<file path="src/rtl/ssm_pkg.sv">
// socket status mask and live state: shared constants and carrier types
// assumes one core clock; all pins arrive already synchronous to it
package ssm_pkg;

    // ========================================================
    // register offsets from the socket base address
    localparam logic [7:0]  SSM_MASK_OFS   = 8'h04;
    localparam logic [7:0]  SSM_STATE_OFS  = 8'h08;

    // ========================================================
    // mask register field positions
    localparam int          SSM_PWR_BIT    = 3;
    localparam int          SSM_CD_HI      = 2;
    localparam int          SSM_CD_LO      = 1;
    localparam int          SSM_CS_BIT     = 0;
    localparam logic [1:0]  SSM_CD_ON      = 2'h3;

    // ========================================================
    // live state register field positions
    localparam int          SSM_YV_SOCK    = 31;
    localparam int          SSM_XV_SOCK    = 30;
    localparam int          SSM_3V_SOCK    = 29;
    localparam int          SSM_5V_SOCK    = 28;
    localparam int          SSM_ZV_BIT     = 27;
    localparam int          SSM_CARDV_HI   = 13;
    localparam int          SSM_CARDV_LO   = 10;
    localparam int          SSM_CD2_BIT    = 2;
    localparam int          SSM_CD1_BIT    = 1;
    localparam int          SSM_CSL_BIT    = 0;

    // ========================================================
    // reset values
    localparam logic [3:0]  SSM_MASK_RST   = 4'h0;
    localparam logic [3:0]  SSM_EVENT_RST  = 4'h0;
    localparam logic [2:0]  SSM_SOCKV_RST  = 3'h1;
    localparam logic        SSM_ZV_RST     = 1'b0;
    localparam logic [3:0]  SSM_CARDV_RST  = 4'h0;
    localparam logic [31:0] SSM_ZERO_WORD  = 32'h0000_0000;

    // ========================================================
    // carrier types
    typedef struct packed {
        logic        sel;
        logic        wr;
        logic [7:0]  addr;
        logic [31:0] wdata;
    } ssm_req_t;

    typedef struct packed {
        logic socket_powered_flag;
        logic card_detect_two_level;
        logic card_detect_one_level;
        logic card_status_line_level;
    } ssm_pins_t;

    typedef struct packed {
        logic       inserted;
        logic       is_cardbus;
        logic [3:0] volt;
    } ssm_card_t;

    typedef struct packed {
        logic        wr;
        logic [31:0] data;
    } ssm_force_t;

endpackage : ssm_pkg

</file>
<file path="src/rtl/ssm_socket_status.sv">
// socket interrupt mask and live socket state registers with event flags
// assumes pins, force writes and card interrogation come from neighbours
// in the same clock domain; register reads answer one cycle later
//
// Overview of operation
// - event flags set regardless of mask
// - mask bit 3 gates power-cycle interrupt
// - card detect field 11 enables, others block
// - mask bit 0 gates status line interrupt
// - unused mask and state bits read zero
// - mask cleared by global, or bus reset while PME is disabled
// - force writes show in live state
// - card voltage fields load at insertion, force writes OR in bits
// - detect pins frozen during card interrogation
// - bits 31,30 zero unless forced
// - bit 29 one unless forced
// - bit 28 one unless control override
// - bit 27 follows forced zoomed video value
// - card voltage bits settable by force write
// - any enabled set flag raises interrupt
// - status event rising cardbus, both 16-bit
// - bits 2..0 mirror detect and status pins
`timescale 1ns/1ps
`default_nettype none

module ssm_socket_status (
    input  wire logic              core_clk_in,
    input  wire logic              srst_in,
    input  wire logic              ce_in,
    input  wire logic              global_reset_pin_in,
    input  wire logic              bus_reset_pin_in,
    input  wire logic              pme_enable_in,
    input  wire ssm_pkg::ssm_req_t reg_req_in,
    output logic [31:0]            reg_rdata_out,
    input  wire ssm_pkg::ssm_pins_t pins_in,
    input  wire logic              interrogating_in,
    input  wire ssm_pkg::ssm_card_t card_in,
    input  wire ssm_pkg::ssm_force_t force_in,
    input  wire logic              five_volt_override_in,
    input  wire logic [3:0]        event_clear_in,
    output logic [3:0]             event_flags_out,
    output logic                   status_change_irq_out
);
    import ssm_pkg::*;

    // ========================================================
    // state
    logic [3:0]  mask_q;
    logic [3:0]  event_q;
    logic [3:0]  event_set;
    logic [2:0]  sockv_q;
    logic        zv_q;
    logic [3:0]  cardv_q;
    logic        cd1_q;
    logic        cd2_q;
    logic        powered_q;
    logic        csl_q;
    logic        cd_en;
    logic        ctx_clear;
    logic        mask_wr;
    logic [31:0] state_word;
    logic [31:0] rdata_q;

    // context bits survive a bus reset while wake events are enabled
    assign ctx_clear = srst_in | global_reset_pin_in
                     | (bus_reset_pin_in & ~pme_enable_in);
    assign mask_wr   = reg_req_in.sel & reg_req_in.wr
                     & (reg_req_in.addr == SSM_MASK_OFS);

    // ========================================================
    // interrupt mask register
    always_ff @(posedge core_clk_in)
    begin
        if (ctx_clear)
        begin
            mask_q <= SSM_MASK_RST;
        end
        else if (ce_in && mask_wr)
        begin
            mask_q <= reg_req_in.wdata[3:0];
        end
    end

    // ========================================================
    // reported detect pins, held while the card is interrogated
    always_ff @(posedge core_clk_in)
    begin
        if (ctx_clear)
        begin
            cd1_q <= 1'b1;
            cd2_q <= 1'b1;
        end
        else if (ce_in && !interrogating_in)
        begin
            cd1_q <= pins_in.card_detect_one_level;
            cd2_q <= pins_in.card_detect_two_level;
        end
    end

    // previous levels of the power and status line for change detection
    always_ff @(posedge core_clk_in)
    begin
        if (ctx_clear)
        begin
            powered_q <= 1'b0;
            csl_q     <= 1'b0;
        end
        else if (ce_in)
        begin
            powered_q <= pins_in.socket_powered_flag;
            csl_q     <= pins_in.card_status_line_level;
        end
    end

    // ========================================================
    // event detection, independent of the mask
    always_comb
    begin
        event_set[SSM_PWR_BIT] = pins_in.socket_powered_flag ^ powered_q;
        event_set[SSM_CD_HI]   = ~interrogating_in
                               & (pins_in.card_detect_two_level ^ cd2_q);
        event_set[SSM_CD_LO]   = ~interrogating_in
                               & (pins_in.card_detect_one_level ^ cd1_q);
        if (card_in.is_cardbus)
        begin
            event_set[SSM_CS_BIT] = pins_in.card_status_line_level & ~csl_q;
        end
        else
        begin
            event_set[SSM_CS_BIT] = pins_in.card_status_line_level ^ csl_q;
        end
        if (force_in.wr)
        begin
            event_set = event_set | force_in.data[3:0];
        end
    end

    // sticky event flags; a set in the clearing cycle wins
    always_ff @(posedge core_clk_in)
    begin
        if (ctx_clear)
        begin
            event_q <= SSM_EVENT_RST;
        end
        else if (ce_in)
        begin
            event_q <= (event_q & ~event_clear_in) | event_set;
        end
    end

    // ========================================================
    // socket capability and zoomed video, written by force writes
    always_ff @(posedge core_clk_in)
    begin
        if (ctx_clear)
        begin
            sockv_q <= SSM_SOCKV_RST;
            zv_q    <= SSM_ZV_RST;
        end
        else if (ce_in && force_in.wr)
        begin
            sockv_q <= force_in.data[SSM_YV_SOCK:SSM_3V_SOCK];
            zv_q    <= force_in.data[SSM_ZV_BIT];
        end
    end

    // card voltage support, captured at insertion or set by force writes
    always_ff @(posedge core_clk_in)
    begin
        if (ctx_clear)
        begin
            cardv_q <= SSM_CARDV_RST;
        end
        else if (ce_in && card_in.inserted)
        begin
            cardv_q <= card_in.volt;
        end
        else if (ce_in && force_in.wr)
        begin
            cardv_q <= cardv_q | force_in.data[SSM_CARDV_HI:SSM_CARDV_LO];
        end
    end

    // ========================================================
    // live state word; unlisted bits read as zero
    always_comb
    begin
        state_word = SSM_ZERO_WORD;
        state_word[SSM_YV_SOCK:SSM_3V_SOCK] = sockv_q;
        state_word[SSM_5V_SOCK] = ~five_volt_override_in;
        state_word[SSM_ZV_BIT]  = zv_q;
        state_word[SSM_CARDV_HI:SSM_CARDV_LO] = cardv_q;
        state_word[SSM_CD2_BIT] = cd2_q;
        state_word[SSM_CD1_BIT] = cd1_q;
        state_word[SSM_CSL_BIT] = pins_in.card_status_line_level;
    end

    // read data registered; unmapped offsets answer zero
    always_ff @(posedge core_clk_in)
    begin
        if (srst_in)
        begin
            rdata_q <= SSM_ZERO_WORD;
        end
        else if (ce_in && reg_req_in.sel && !reg_req_in.wr)
        begin
            if (reg_req_in.addr == SSM_MASK_OFS)
            begin
                rdata_q <= {28'h000_0000, mask_q};
            end
            else if (reg_req_in.addr == SSM_STATE_OFS)
            begin
                rdata_q <= state_word;
            end
            else
            begin
                rdata_q <= SSM_ZERO_WORD;
            end
        end
    end

    // ========================================================
    // interrupt: reserved detect codes 01 and 10 block like 00
    assign cd_en = (mask_q[SSM_CD_HI:SSM_CD_LO] == SSM_CD_ON);
    assign status_change_irq_out =
          (event_q[SSM_PWR_BIT] & mask_q[SSM_PWR_BIT])
        | (event_q[SSM_CD_HI]   & cd_en)
        | (event_q[SSM_CD_LO]   & cd_en)
        | (event_q[SSM_CS_BIT]  & mask_q[SSM_CS_BIT]);
    assign event_flags_out = event_q;
    assign reg_rdata_out   = rdata_q;
endmodule : ssm_socket_status

`default_nettype wire

</file>
<file path="config.mk">
export PLATFORM = sky130hd
export DESIGN_NAME = ssm_socket_status
export DESIGN_NICKNAME = d
export VERILOG_FILES = /design/src/rtl/ssm_pkg.sv /design/src/rtl/ssm_socket_status.sv
export SDC_FILE = /design/constraint.sdc
export NUM_CORES = 1
export LEC_CHECK = 0
export BUFFER_PORTS_ARGS = -buffer_cell sky130_fd_sc_hd__buf_4
export CAP_MARGIN = 40
export CORE_MARGIN = 4
export CORE_UTILIZATION = 30
export DETAILED_ROUTE_END_ITERATION = 16
export PLACE_DENSITY = 0.71
export SYNTH_ARGS = -nofsm -noshare
export SYNTH_HDL_FRONTEND = slang
export SYNTH_SLANG_ARGS = --single-unit
</file>
<file path="constraint.sdc">
create_clock -name core_clk_in -period 3.5 [get_ports core_clk_in]
set_clock_uncertainty 0.15 [all_clocks]
set_input_delay 0.35 -clock core_clk_in [delete_from_list [all_inputs] [get_ports core_clk_in]]
set_output_delay 0.35 -clock core_clk_in [all_outputs]
set_load 0.02 [all_outputs]
</file>
==> flow_metrics.py <==
metrics = {
    "grt": {
        "grt_first_pass_wirelength_um": 6220,
        "first_global_vias": 1378,
        "overflow": 0,
        "grt_usage_pct": 12.5,
        "antenna_found_initial": 0,
        "grt_max_degree": 21,
    },
    "cells_and_area": {
        "seq_area_um2": 661,
        "utilization_pct": 41.7,
        "final_nets": 345,
        "drive_above_1_share_pct": 31.6,
        "fill_cells": 528,
        "final_cell_area_um2": 2130,
        "diodes": 0,
        "area.growth.synth_to_final_pct": 35.0,
        "multiInputGateArea_um2": 783,
    },
    "clock_network": {
        "clkLatencyLatePin_ps": 270,
        "ctsHoldBuffers": 0,
        "htree_num_levels": 2,
        "path_clk_slew_ps": 60,
        "post_cts_resized": 0,
        "post_cts_buffers": 0,
        "cts_tree": "yes",
        "cts_num_sinks": 33,
        "cts_root_buf": "clkbuf_8",
        "clock_tree.buffer_depth": 2,
        "numCtsBuffers": 5,
    },
    "timing": {
        "rsz0062_at_grt": "false",
        "period_needed_ps": 1950,
        "relSlewSlack_pct": 53.8,
        "slew_viol_final": 0,
        "fin_setup_tns_ps": 0,
        "hold_viol_final": 0,
        "finalSetupViolations": 0,
        "finalCritPeriodShare_pct": 55.8,
        "worstMarginPinSlew_ps": 691,
        "clock.fmax_mhz": 512,
    },
    "yosys": {
        "synth_area_um2": 1580,
        "synth_warnings": 0,
        "synth-main-ff-cell": "dfxtp_1",
        "synthTopCellsByCount": "dfxtp_1 (33), nor2_1 (26), nand2_1 (24), buf_4 (19), a22oi_1 (12)",
        "async_reset_ff_share_pct": 0,
        "synth_area_leaders": "dfxtp_1 (42%), buf_4 (9.0%), nor2_1 (6.2%)",
        "synth_edf_count": 0,
        "syn_avg_cell_area_um2": 8.63,
        "synthCells": 183,
        "yosysTopAreaCell": "dfxtp_1",
        "netlist.area_leader.share_pct": 41.8,
        "yosysSeqAreaShare_pct": 41.8,
        "synth_seq_cells": 33,
        "yosysMostFrequentCell": "dfxtp_1",
        "yosys.cell_types.count": 36,
    },
    "drt": {
        "wl_um": 3980,
        "dr.pass1.iters": 4,
        "viasPerCell": 4.46,
        "drcViolationCount": 0,
        "drtAntennaViolNets": 0,
        "dr_total_vias": 1415,
        "route.detailed.wl_per_inst_um": 12.5,
        "drtIter0Drc": 48,
    },
    "critical_path": {
        "cp-start-kind": "input port",
        "cp.arrival_ps": 2020,
        "cp-end-kind": "register",
        "required_ps": 3560,
        "path_class": "in2reg",
        "rrSetupSlack_ps": 2070,
        "crit_fanout": 15,
    },
    "placed_design": {
        "place.gp.congestion": 0.658,
        "dpl.hpwl_um": 3040,
        "dpl_cell_area_um2": 2050,
        "numPortBuffers": 66,
    },
    "pwr": {
        "power_density_nw_per_um2": 364,
        "ir_drop_v": 0.000147,
        "p_leak_nw": 0.966,
    },
    "floorplanning": {
        "die_w_um": 80.6,
        "die_y_um": 80.6,
        "core_area_um2": 5110,
        "start_util_pct": 30.9,
        "row_count": 26,
        "num_io_pins": 134,
        "die_area_um2": 6490,
    },
    "job": {
        "max_cap_violations": 0,
    },
    "hold_path": {
        "hold_path_class": "in2reg",
    },
    "run_status": {
        "run_status": "finished, final reports clean",
    },
}
through the flow:
step | setup slack [ps] | hold WS (ps) | instances | total power (W)
finish | 1550 | 141 | 317 | 0.000776
global route | 1280 | 149 | 317 | 0.000814
CTS | 1460 | 134 | 317 | 0.000790
detailed placement | 1180 | 296 | 310 | 0.000505
global placement | 1190 | 292 | 310 | 0.000504
floorplan | 1550 | 285 | 201 | 0.000466
kinds of logic after synthesis:
logic type,count (synthesis),share of synthesized area (%)
AND/OR/NAND/NOR,74,23.9
AO/OA/AOI/OAI,34,14.9
flip-flops,33,41.8
buffers and inverters,31,12.8
multiplexers,6,3.80
XOR/XNOR,3,1.66
adder cells (fa/ha/maj),1,0.792
other,1,0.237
where the power goes:
part	leakage (nW)	internal, W	switching (W)
clock network	0.0443	0.000156	0.000124
logic	0.655	0.0000524	0.0000590
registers	0.267	0.000381	0.00000363
total	0.966	0.000589	0.000187
cell usage in the layout, fill, tap and decap left out, types with 3 or more instances in the layout:
| cell | n |
|---|---|
| nor3b_1 | 6 |
| conb_1 | 19 |
| nor2_1 | 26 |
| a22oi_1 | 12 |
| mux2i_1 | 6 |
| dfxtp_1 | 33 |
| clkbuf_8 | 6 |
| a211oi_1 | 4 |
| inv_1 | 3 |
| a21oi_1 | 11 |
| nor2b_1 | 3 |
| buf_4 | 67 |
| nand2_1 | 24 |
layout make-up:
cell class	count	share of cell area [%]
Clock buffer	7	4.05
Inverter	3	0.528
Multi-Input combinational cell	137	36.7
Sequential cell	33	31.0
Tap cell	70	4.11
Timing Repair Buffer	67	23.6
sequential cells by signal (all words and copies together), names as in the netlist:
register	count
cardv_q	4
cd1_q	1
cd2_q	1
csl_q	1
event_flags_out	4
mask_q	4
powered_q	1
reg_rdata_out	13
sockv_q	3
zv_q	1
worst max-delay path, stage by stage:
cell and delay (ps):
buf_4 180, nand3b_1 500, nor4_4 720, a22oi_1 140, nor2_1 120
path summary, 6_finish.rpt:
path                                   start                  to  cells after the start
worst min register to register    sockv_q[1]          sockv_q[1]                      2
worst min-delay path            force_in[29]          sockv_q[0]                      3
worst max-delay path                   ce_in   reg_rdata_out[29]                      5
worst max register to register         csl_q  event_flags_out[0]                      6
metal layers:
layer | wire length [um] | global-route usage, % | up-vias
met5 | 0 | 0 | -
met2 | 2000 | 22.3 | 57
li1 | - | - | 724
met3 | 378 | 3.81 | 4
met4 | 40 | 4.56 | 0
met1 | 1560 | 13.9 | 630
No activity file was read; power rests on OpenSTA's default activity.
